--- config.mk ---
export PLATFORM = sky130hd
export DESIGN_NAME = mirs_int_regs
export DESIGN_NICKNAME = d
export VERILOG_FILES = /design/src/mirs_pkg.sv /design/src/mirs_int_regs.sv /design/src/mirs_pin_edge.sv
export SDC_FILE = /design/constraint.sdc
export NUM_CORES = 1
export LEC_CHECK = 0
export BUFFER_PORTS_ARGS = -buffer_cell sky130_fd_sc_hd__buf_2
export CAP_MARGIN = 20
export CORE_MARGIN = 3
export CORE_UTILIZATION = 45
export DETAILED_ROUTE_END_ITERATION = 8
export GPL_TIMING_DRIVEN = 0
export PLACE_DENSITY_LB_ADDON = 0.05
export SLEW_MARGIN = 20
export SYNTH_ARGS = -nofsm -noshare
export SYNTH_HDL_FRONTEND = slang
export SYNTH_HIERARCHICAL = 1
export SYNTH_SLANG_ARGS = --single-unit
--- constraint.sdc ---
create_clock -name clk_sys -period 2.35 [get_ports clk_sys]
set_input_delay 0.235 -clock clk_sys [delete_from_list [all_inputs] [get_ports clk_sys]]
set_output_delay 0.235 -clock clk_sys [all_outputs]
set_load 0.01 [all_outputs]
--- src/mirs_pkg.sv ---
// Constants, types and helper functions of the interrupt control register set.
//
// Summary of operation
// - Three primary registers hold the primary interrupt enable and request bits.
// - Three group registers hold per-source enables and request flags of grouped sources.
// - Every source has a writable enable, 1 enables, and a flag, 1 means request.
// - Pin trigger select: 00 off, 01 rising, 10 falling, 11 both edges.
// - Edge-select bits 7 to 4 and primary register 0 bit 7 read zero.
// - Three group enable/flag pairs in primary registers summarise each group register.
// - Two time bases have enable and flag; time base 0 at bits 3 and 7.
// - Converter flag is bit 6, enable bit 2 of primary register 1.
// - Comparator flag is bit 5, enable bit 2 of primary register 0.
// - Group 2 enable is bit 1, flag bit 5 of primary register 1.
// - EEPROM completion enable and flag sit in group register 2, bits 1 and 5.
// - Global enable is bit 0 of primary register 0; names follow source-index-suffix.
// - Low-voltage flag sets only a fixed delay after the low-voltage output asserts.

package mirs_pkg;

  // ==========================================================================
  // Register port geometry
  localparam int ADDR_W = 4;
  localparam int DATA_W = 8;
  localparam int EVT_W = 4;
  localparam int LV_CNT_W = 8;

  // ==========================================================================
  // Register offsets
  localparam logic [ADDR_W-1:0] OFF_EDGE_SEL = 4'h0;
  localparam logic [ADDR_W-1:0] OFF_PRIM0 = 4'h1;
  localparam logic [ADDR_W-1:0] OFF_PRIM1 = 4'h2;
  localparam logic [ADDR_W-1:0] OFF_PRIM2 = 4'h3;
  localparam logic [ADDR_W-1:0] OFF_GRP0 = 4'h4;
  localparam logic [ADDR_W-1:0] OFF_GRP1 = 4'h5;
  localparam logic [ADDR_W-1:0] OFF_GRP2 = 4'h6;
  localparam logic [ADDR_W-1:0] OFF_EVT_STAT = 4'h7;
  localparam logic [ADDR_W-1:0] OFF_EVT_MASK = 4'h8;

  // ==========================================================================
  // Implemented bits and reset values
  localparam logic [DATA_W-1:0] IMPL_EDGE = 8'h0F;
  localparam logic [DATA_W-1:0] IMPL_PRIM0 = 8'h7F;
  localparam logic [DATA_W-1:0] IMPL_FULL = 8'hFF;
  localparam logic [DATA_W-1:0] IMPL_GRP_HALF = 8'h33;
  localparam logic [DATA_W-1:0] RST_REG = 8'h00;
  localparam logic [EVT_W-1:0] RST_EVT = 4'h0;

  // ==========================================================================
  // Field positions
  localparam int BIT_GLOBAL_EN = 0;
  localparam int EDGE_PIN0_LSB = 0;
  localparam int EDGE_PIN1_LSB = 2;
  localparam int EVT_PIN0 = 0;
  localparam int EVT_PIN1 = 1;
  localparam int EVT_LOW_VOLT = 2;
  localparam int EVT_CORE_REQ = 3;

  // ==========================================================================
  // Low-voltage flag delay
  localparam int CLK_PERIOD_NS = 8;
  localparam int LV_DELAY_NS = 120;
  typedef logic [LV_CNT_W-1:0] mirs_lvcnt_t;
  localparam mirs_lvcnt_t LV_DELAY_CYC =
    mirs_lvcnt_t'((LV_DELAY_NS + CLK_PERIOD_NS - 1) / CLK_PERIOD_NS);

  // ==========================================================================
  // Pin trigger selection
  typedef enum logic [1:0] {
    EDGE_OFF = 2'b00,
    EDGE_RISE = 2'b01,
    EDGE_FALL = 2'b10,
    EDGE_BOTH = 2'b11
  } mirs_edge_e;

  // ==========================================================================
  // Helpers
  // A register with enables in bits 3..0 and their flags in bits 7..4.
  function automatic logic pairPend(input logic [DATA_W-1:0] r);
    pairPend = |(r[7:4] & r[3:0]);
  endfunction

  // Software write first, then hardware sets on top, so a set wins a clear.
  function automatic logic [DATA_W-1:0] nextReg(input logic [DATA_W-1:0] cur,
                                                input logic wr,
                                                input logic [DATA_W-1:0] wdata,
                                                input logic [DATA_W-1:0] setMask,
                                                input logic [DATA_W-1:0] impl);
    nextReg = ((wr ? wdata : cur) | setMask) & impl;
  endfunction

endpackage

--- src/mirs_int_regs.sv ---
// Interrupt control register set: enables, request flags, edge selects and core request.
`timescale 1ns/10ps
`default_nettype none

module mirs_int_regs
  import mirs_pkg::*;
(
  // Clock and reset
  input wire logic clk_sys,
  input wire logic rst_n,
  // Register port
  input wire logic [ADDR_W-1:0] regAddr,
  input wire logic [DATA_W-1:0] regWrData,
  input wire logic regWrEn,
  input wire logic regRdEn,
  output logic [DATA_W-1:0] regRdData,
  // External interrupt pins, asynchronous
  input wire logic extPin0,
  input wire logic extPin1,
  // Peripheral request pulses, on clk_sys
  input wire logic comparatorEvt,
  input wire logic converterEvt,
  input wire logic timebase0Evt,
  input wire logic timebase1Evt,
  input wire logic serialIfEvt,
  input wire logic asyncSerialEvt,
  input wire logic standardTimerPEvt,
  input wire logic standardTimerAEvt,
  input wire logic periodicTimerPEvt,
  input wire logic periodicTimerAEvt,
  input wire logic compactTimerPEvt,
  input wire logic compactTimerAEvt,
  input wire logic eepromDoneEvt,
  // Low-voltage detector output level, asynchronous
  input wire logic lowVoltLevel,
  // Interrupt outputs
  output logic coreIrqReq,
  output logic sysIrq
);

  // ==========================================================================
  // State
  typedef struct packed {
    logic [DATA_W-1:0] edgeSel;
    logic [DATA_W-1:0] prim0;
    logic [DATA_W-1:0] prim1;
    logic [DATA_W-1:0] prim2;
    logic [DATA_W-1:0] grp0;
    logic [DATA_W-1:0] grp1;
    logic [DATA_W-1:0] grp2;
    logic [EVT_W-1:0] evtStat;
    logic [EVT_W-1:0] evtMask;
    logic [DATA_W-1:0] rdData;
    logic lvSync1;
    logic lvSync2;
    logic lvDone;
    mirs_lvcnt_t lvCnt;
    logic coreReq;
  } mirs_state_s;

  mirs_state_s cur;
  mirs_state_s nxt;

  // ==========================================================================
  // External pin edge detection
  logic pin0Hit;
  logic pin1Hit;

  mirs_pin_edge u_pin0 (
    .clk_sys(clk_sys),
    .rst_n(rst_n),
    .pinIn(extPin0),
    .edgeSel(cur.edgeSel[EDGE_PIN0_LSB +: 2]),
    .edgeHit(pin0Hit)
  );

  mirs_pin_edge u_pin1 (
    .clk_sys(clk_sys),
    .rst_n(rst_n),
    .pinIn(extPin1),
    .edgeSel(cur.edgeSel[EDGE_PIN1_LSB +: 2]),
    .edgeHit(pin1Hit)
  );

  // ==========================================================================
  // Write decode
  logic wrEdge;
  logic wrPrim0;
  logic wrPrim1;
  logic wrPrim2;
  logic wrGrp0;
  logic wrGrp1;
  logic wrGrp2;
  logic wrMask;
  logic rdStat;

  assign wrEdge = regWrEn && (regAddr == OFF_EDGE_SEL);
  assign wrPrim0 = regWrEn && (regAddr == OFF_PRIM0);
  assign wrPrim1 = regWrEn && (regAddr == OFF_PRIM1);
  assign wrPrim2 = regWrEn && (regAddr == OFF_PRIM2);
  assign wrGrp0 = regWrEn && (regAddr == OFF_GRP0);
  assign wrGrp1 = regWrEn && (regAddr == OFF_GRP1);
  assign wrGrp2 = regWrEn && (regAddr == OFF_GRP2);
  assign wrMask = regWrEn && (regAddr == OFF_EVT_MASK);
  assign rdStat = regRdEn && (regAddr == OFF_EVT_STAT);

  // ==========================================================================
  // Group summaries and core request
  logic grp0Pend;
  logic grp1Pend;
  logic grp2Pend;
  logic prim0Pend;
  logic anyPend;
  logic lvSet;

  // Group flags follow the enabled sub-requests of their group register.
  assign grp0Pend = pairPend(cur.grp0);
  assign grp1Pend = pairPend(cur.grp1);
  assign grp2Pend = pairPend(cur.grp2);

  // Primary register 0 holds its enables one bit higher than the others.
  assign prim0Pend = |(cur.prim0[6:4] & cur.prim0[3:1]);

  // Grouped sources reach the core only through their group pair, so the
  // group enable gates them as well.
  assign anyPend = cur.prim0[BIT_GLOBAL_EN] &
                   (prim0Pend | pairPend(cur.prim1) | pairPend(cur.prim2));

  assign lvSet = cur.lvSync2 && !cur.lvDone && (cur.lvCnt == LV_DELAY_CYC - 1'b1);

  // ==========================================================================
  // Flag set masks
  logic [DATA_W-1:0] prim0Set;
  logic [DATA_W-1:0] prim1Set;
  logic [DATA_W-1:0] prim2Set;
  logic [DATA_W-1:0] grp0Set;
  logic [DATA_W-1:0] grp1Set;
  logic [DATA_W-1:0] grp2Set;
  logic [EVT_W-1:0] evtSet;

  // Flags latch their request whatever the enable, so software may poll them.
  assign prim0Set = {1'b0, grp0Pend, comparatorEvt, pin0Hit, 4'h0};
  assign prim1Set = {timebase0Evt, converterEvt, grp2Pend, grp1Pend, 4'h0};
  assign prim2Set = {asyncSerialEvt, serialIfEvt, pin1Hit, timebase1Evt, 4'h0};
  assign grp0Set = {2'b00, standardTimerAEvt, standardTimerPEvt, 4'h0};
  assign grp1Set = {compactTimerAEvt, compactTimerPEvt,
                    periodicTimerAEvt, periodicTimerPEvt, 4'h0};
  assign grp2Set = {2'b00, eepromDoneEvt, lvSet, 4'h0};

  always_comb begin
    evtSet = RST_EVT;
    evtSet[EVT_PIN0] = pin0Hit;
    evtSet[EVT_PIN1] = pin1Hit;
    evtSet[EVT_LOW_VOLT] = lvSet;
    evtSet[EVT_CORE_REQ] = anyPend & ~cur.coreReq;
  end

  // ==========================================================================
  // Next state
  always_comb begin
    nxt = cur;

    // Edge selects: only the low nibble exists.
    nxt.edgeSel = nextReg(cur.edgeSel, wrEdge, regWrData, RST_REG, IMPL_EDGE);

    // Primary registers; writes set or clear flags, hardware sets win.
    nxt.prim0 = nextReg(cur.prim0, wrPrim0, regWrData, prim0Set, IMPL_PRIM0);
    nxt.prim1 = nextReg(cur.prim1, wrPrim1, regWrData, prim1Set, IMPL_FULL);
    nxt.prim2 = nextReg(cur.prim2, wrPrim2, regWrData, prim2Set, IMPL_FULL);

    // Group registers.
    nxt.grp0 = nextReg(cur.grp0, wrGrp0, regWrData, grp0Set, IMPL_GRP_HALF);
    nxt.grp1 = nextReg(cur.grp1, wrGrp1, regWrData, grp1Set, IMPL_FULL);
    nxt.grp2 = nextReg(cur.grp2, wrGrp2, regWrData, grp2Set, IMPL_GRP_HALF);

    // Event status clears on read; an event in the same cycle survives.
    nxt.evtStat = (cur.evtStat & ~{EVT_W{rdStat}}) | evtSet;
    if (wrMask) begin
      nxt.evtMask = regWrData[EVT_W-1:0];
    end

    // Low-voltage level crossing and delay before the flag sets.
    nxt.lvSync1 = lowVoltLevel;
    nxt.lvSync2 = cur.lvSync1;
    if (!cur.lvSync2) begin
      nxt.lvCnt = '0;
      nxt.lvDone = 1'b0;
    end else if (!cur.lvDone) begin
      if (lvSet) begin
        nxt.lvDone = 1'b1;
      end else begin
        nxt.lvCnt = cur.lvCnt + 1'b1;
      end
    end

    nxt.coreReq = anyPend;

    // Read data stand for exactly one cycle after the strobe.
    nxt.rdData = RST_REG;
    if (regRdEn) begin
      unique case (regAddr)
        OFF_EDGE_SEL: nxt.rdData = cur.edgeSel & IMPL_EDGE;
        OFF_PRIM0: nxt.rdData = cur.prim0 & IMPL_PRIM0;
        OFF_PRIM1: nxt.rdData = cur.prim1;
        OFF_PRIM2: nxt.rdData = cur.prim2;
        OFF_GRP0: nxt.rdData = cur.grp0 & IMPL_GRP_HALF;
        OFF_GRP1: nxt.rdData = cur.grp1;
        OFF_GRP2: nxt.rdData = cur.grp2 & IMPL_GRP_HALF;
        OFF_EVT_STAT: nxt.rdData = {4'h0, cur.evtStat};
        OFF_EVT_MASK: nxt.rdData = {4'h0, cur.evtMask};
        default: nxt.rdData = RST_REG;
      endcase
    end
  end

  // ==========================================================================
  // State register
  always_ff @(posedge clk_sys or negedge rst_n) begin
    if (!rst_n) begin
      cur <= '0;
    end else begin
      cur <= nxt;
    end
  end

  // ==========================================================================
  // Outputs
  assign regRdData = cur.rdData;
  assign coreIrqReq = cur.coreReq;
  assign sysIrq = |(cur.evtStat & cur.evtMask);

endmodule

`default_nettype wire

--- src/mirs_pin_edge.sv ---
// External interrupt pin synchroniser and trigger-edge detector.
`timescale 1ns/10ps
`default_nettype none

module mirs_pin_edge
  import mirs_pkg::*;
(
  // Clock and reset
  input wire logic clk_sys,
  input wire logic rst_n,
  // Pin and selection
  input wire logic pinIn,
  input wire logic [1:0] edgeSel,
  // Detected edge, one-cycle pulse
  output logic edgeHit
);

  typedef struct packed {
    logic sync1;
    logic sync2;
    logic prev;
    logic hit;
  } mirs_pin_s;

  mirs_pin_s cur;
  mirs_pin_s nxt;
  logic rise;
  logic fall;

  assign rise = cur.sync2 & ~cur.prev;
  assign fall = ~cur.sync2 & cur.prev;

  always_comb begin
    nxt = cur;
    nxt.sync1 = pinIn;
    nxt.sync2 = cur.sync1;
    nxt.prev = cur.sync2;
    unique case (mirs_edge_e'(edgeSel))
      EDGE_OFF: nxt.hit = 1'b0;
      EDGE_RISE: nxt.hit = rise;
      EDGE_FALL: nxt.hit = fall;
      EDGE_BOTH: nxt.hit = rise | fall;
    endcase
  end

  // The edge history keeps tracking while the pin is disabled, so enabling a
  // trigger never reports a stale edge.
  always_ff @(posedge clk_sys or negedge rst_n) begin
    if (!rst_n) begin
      cur <= '0;
    end else begin
      cur <= nxt;
    end
  end

  assign edgeHit = cur.hit;

endmodule

`default_nettype wire

# [Yosys cells after proc, flatten, opt, wreduce, memory -nomap -nowiden]
# Index checks and enable logic that the tools add are counted.
[word_totals] register_bits=79 input_bits=32 out_inout_bits=10 word_cells=109
[op_classes] n_addsub=1 n_eq_ne=17 n_mux=14 n_bitwise=31 reduce_logical=23
[op_table] operator="8-bit one-hot mux with 9 select lines" n=1
[op_table] operator="8-bit two-way mux" n=5
[op_table] operator="8-bit bitwise OR" n=3
[op_table] operator="4-bit OR reduction" n=6
[op_table] operator="4-bit AND" n=5
[op_table] operator="9-bit two-way mux" n=2
[op_table] operator="4-bit by 3-bit == test with 1-bit output (second input constant)" n=4
[op_table] operator="6-bit two-way mux" n=2
[op_table] operator="6-bit bitwise OR" n=2
[op_table] operator="1-bit logical AND" n=11
[op_table] operator="8-bit by 1-bit adder with 8-bit output (second input constant)" n=1
[op_table] operator="2-bit == test (second input constant)" n=4
[op_table] operator="4-bit by 2-bit == test with 1-bit output (second input constant)" n=2
[op_table] operator="8-bit by 4-bit == test with 1-bit output (second input constant)" n=1
[op_table] operator="1-bit one-hot mux with 4 select lines" n=2
[op_table] operator="7-bit two-way mux" n=1
[op_table] operator="7-bit bitwise OR" n=1
[op_table] operator="1-bit AND" n=6
[op_table] operator="1-bit inverter" n=5
[op_table] operator="2-bit AND" n=2
[op_table] operator="2-bit by 1-bit == test with 1-bit output (second input constant)" n=2
[op_table] operator="4-bit by 1-bit == test with 1-bit output (second input constant)" n=1
[op_table] operator="4-bit == test (second input constant)" n=1
[op_table] operator="2-bit logical NOT" n=2
[op_table] operator="other kinds (10)" n=14

# [Longest topological paths before layout]
[depth] depth_word=7 ltp_mapped=6 depth_no_buf=6

# [Hierarchy]
# Netlist, hierarchy kept.
[by_module_without_submodules] mod="mirs_int_regs" n_inst=1 cells_each=307 area_per_inst_um2=3474.6 seq_area_each_um2=1776.7
[by_module_without_submodules] mod="mirs_pin_edge" n_inst=2 cells_each=13 area_per_inst_um2=158.9 seq_area_each_um2=100.1

# [Worst setup path before layout]
# OpenSTA, ideal clock, no wires.
[synth_path] kind="register -> register" start="register cur[5] in the netlist's numbering" end="register cur[1] in the netlist's numbering" setup_ns=0.124 arrival_time_ns=1.621 t_required_ns=2.226 setup_slack_ns=0.605 stages_incl_launch_ff=5 n_path_buf=0 period_less_slack_ns=1.745 cell_sequence="dfrtp_1 > or4_1 > or3_4 > and3_1 > a211o_1"
[synth_via] elab_chain_len=4
[synth_rtl] element="from (decl)" line="mirs_int_regs.sv:61" source="mirs_state_s cur;"
[synth_rtl] element="from (signal assigned)" line="mirs_int_regs.sv:222" source="cur <= nxt;"
[synth_rtl] element="8-bit by 4-bit == test with 1-bit output" line="mirs_int_regs.sv:129" source="assign lvSet = cur.lvSync2 && !cur.lvDone && (cur.lvCnt == LV_DELAY_CYC - 1'b1);"
[synth_rtl] element="1-bit logical AND" line="mirs_int_regs.sv:129"
[synth_rtl] element="2-bit != test (no line)"
[synth_rtl] element="2-bit AND reduction (no line)"
# No other way between the ends.
# A chain may end at the register's enable or synchronous reset.

# [Final worst setup path]
# Ends and elaborated chain as after synthesis.

==> flow_summary.ini <==
[status]
result_of_the_run = finished clean

[synthesis]
postSynth.topFlopCell = sky130_fd_sc_hd__dfrtp_1
postSynthAreaPerCell_um2 = 11.4
post_synth_instance_area_um2 = 3790
yosys_warnings = 6
yosys.area.top_type_share_pct = 52.1
synth_sequential_area_ratio_pct = 52.1
post-synth-top-area-cell = sky130_fd_sc_hd__dfrtp_1
synthCells = 333
number_of_enable_flip_flop_cells_after_synthesis = 0
synth.ff_latch_count = 79
distinct_cell_type_count_of_the_synthesized_netlist = 45
synth.top_cells.by_area = sky130_fd_sc_hd__dfrtp_1 (52%), sky130_fd_sc_hd__mux2_2 (11%), sky130_fd_sc_hd__nand2_1 (2.7%), sky130_fd_sc_hd__nand3_1 (2.6%), sky130_fd_sc_hd__nor2b_1 (2.5%)
ys_async_sr_fraction_pct = 100
synth.net_count = 371

[detailed_routing]
detailedRoute.firstPassIterationCount = 4
average_vias_per_placed_instance = 5.74
via_count = 2847
met2_length_um = 4550
detailroute.wirelength.met3_um = 547
detail_route.wirelength_um = 9590
residual_drc = 0
highest_layer = met4
wire_per_inst_um = 19.3
wirelength_met1_um = 4400
final_antenna_net_count = 0
drt_iter0_drc = 211

[global_route]
global_route_wire_length_before_repair_um = 15700
grt_start_max_net_pins = 53
number_of_global_route_vias_before_repair = 2915
total_gr_overflow = 0
global_route.usage.total_pct = 21.1
initial_antenna_violation_count = 0

[floorplanning]
die_w_um = 97.8
design.die.area_um2 = 9560
die-height_um = 97.8
floorplan.core_area_um2 = 7970
rows = 32
starting_utilization_of_the_core_area_pct = 47.6
pin_count = 42

[setup_path]
critical_path_data_arrival_time_ps = 2110
crit_fanout = 6
criticalPathCategory = register to register
start_kind = register
critical_path.max_stage_delay_ps = 540
crit_chain = or4_1 -> or3_4 -> and3_1 -> a211o_1
endpoint_kind = register
ff2ff_path_depth = 4
critical-path-slowest-cell = sky130_fd_sc_hd__or4_1
cp_data_required_time_ps = 2600

[sta]
finalMaxSlewViolations = 0
worst_case_headroom_to_the_max_slew_limit_pct = 65.4
clock.fmax_mhz = 539
final.period_utilization_pct = 78.9
final-setup-viol-count = 0
clock_skew_ps = 8.53
timing_worst_slew_pin_value_ps = 519
rsz0062_at_grt = false
finalHoldViolCount = 0
setup-tns-final_ps = 0
min_period_ps = 1850

[pwr]
cellLeakagePower_uw = 0.00201
max-vdd-ir-drop_v = 0.000487
power_density_nw_per_um2 = 759

[clock_network]
clk_latency_ps = 360
cts.reportedPaths.clkPinSlew_ps = 90
clock-root-buffer = sky130_fd_sc_hd__clkbuf_8
cts_tree = yes
clock_tree.htree_level_count = 3
clock_sink_count = 79
clockBufferDepth = 2
cts_made_buffers = 9

[layout]
finish.net_count = 427
core_util_final_pct = 55.4
antennaDiodeCount = 0
drive_above_1_share_pct = 29.2
area_of_combinational_cells_with_multiple_inputs_um2 = 1660
syn2layout_area_growth_pct = 16.5
mostFrequentLayoutCell = sky130_fd_sc_hd__dfrtp_1
fillerInstances = 741
area.sequential_um2 = 1980
mostFrequentLayoutCells = sky130_fd_sc_hd__dfrtp_1 (79), sky130_fd_sc_hd__buf_2 (47), sky130_fd_sc_hd__mux2_2 (37)

[place]
dpl.hpwl_um = 6980
gp_congestion = 0.905
port-buffer-count = 40

[min_path]
hold_path_class = input pin to register
timing.hold.worst_path_depth = 2

[run]
number_of_max_capacitance_violations_reported = 0
## routing by layer
metal / global-route usage [%] / up-vias
li1: - / 1330
met1: 29.1 / 1427
met2: 33.6 / 81
met3: 5.43 / 9
met4: 5.32 / 0
met5: 0 / -
## cells in the mapped netlist, types with 2 or more instances
library cell and n:
sky130_fd_sc_hd__nor2b_1 15, sky130_fd_sc_hd__nand3b_1 9, sky130_fd_sc_hd__a32oi_1 4, sky130_fd_sc_hd__nand3_1 20, sky130_fd_sc_hd__mux2i_1 8, sky130_fd_sc_hd__o21ai_0 7, sky130_fd_sc_hd__a221oi_1 2, sky130_fd_sc_hd__a21oi_1 8
sky130_fd_sc_hd__nor2_1 10, sky130_fd_sc_hd__mux2_2 37, sky130_fd_sc_hd__o21ai_1 4, sky130_fd_sc_hd__nand4_1 3, sky130_fd_sc_hd__buf_4 8, sky130_fd_sc_hd__clkbuf_1 7, sky130_fd_sc_hd__nor4_1 2, sky130_fd_sc_hd__nand2_1 27
sky130_fd_sc_hd__a31oi_1 4, sky130_fd_sc_hd__a21o_1 4, sky130_fd_sc_hd__a22oi_1 8, sky130_fd_sc_hd__and2_1 3, sky130_fd_sc_hd__xnor2_1 3, sky130_fd_sc_hd__dfrtp_1 79, sky130_fd_sc_hd__ha_1 6, sky130_fd_sc_hd__and3_1 7
sky130_fd_sc_hd__inv_1 8, sky130_fd_sc_hd__buf_2 8, sky130_fd_sc_hd__a22o_1 7, sky130_fd_sc_hd__a211o_1 8
## flip-flops by register name, summed over array words and instances, names as in the netlist
signal          count
u_pin1/cur          3
regRdData           8
cur                62
u_pin0/cur          3
coreIrqReq          1
u_pin0/edgeHit      1
u_pin1/edgeHit      1
## final cells by class
type	instances	area share, %
inverter	8	0.680
timing repair buffer	45	6.12
clock buffer	9	2.80
buffer	23	2.86
clock inverter	7	2.32
sequential	79	44.8
tap	102	2.89
multi-input combinational	223	37.6
## worst paths after layout
kind	slack (ps)	to	from
min reg2reg	360	cur[10]	cur[11]
min	60	cur[58]	serialIfEvt
max in group asynchronous	1440	cur[39]	rst_n
max reg2reg	500	cur[1]	cur[5]
max	500	cur[1]	cur[5]
min in group asynchronous	340	cur[29]	rst_n
## repair_timing
item                      CTS  global route
setup buffers               0             0
hold endpoints to repair   30             0
hold buffers                4             0
gates resized for setup     0             0
## logic make-up after synthesis
| family | share of synthesized area (%) |
|---|---|
| flip-flops | 52.1 |
| multiplexers | 13.7 |
| adder cells (fa/ha/maj) | 1.98 |
| buffers and inverters | 4.12 |
| AO/OA/AOI/OAI | 12.0 |
| XOR/XNOR | 0.693 |
| AND/OR/NAND/NOR | 15.4 |
## worst max-delay path: cells and delay by family (launching register included)
family	cells	cell delay, ps
AO/OA/AOI/OAI	1	220
AND/OR/NAND/NOR	3	1100
flip-flops	1	440
## power breakdown
group | leakage, µW | internal (µW) | switching [µW]
combinational | 0.000976 | 276 | 240
sequential | 0.000924 | 1530 | 164
clock | 0.000110 | 609 | 535
## metrics by stage
stage	setup slack, ps	instances	total power (µW)	area, µm²	hold WS, ps
5_1_grt	431	496	3520	4420	52.2
2_1_floorplan	605	333	2000	3790	-60.6
6_report	495	496	3350	4420	55.4
3_3_place_gp	407	475	2210	4120	332
3_5_place_dp	412	476	2230	4150	190
4_1_cts	496	496	3380	4420	49.4
Note: power is estimated with default switching activity, not from simulation.
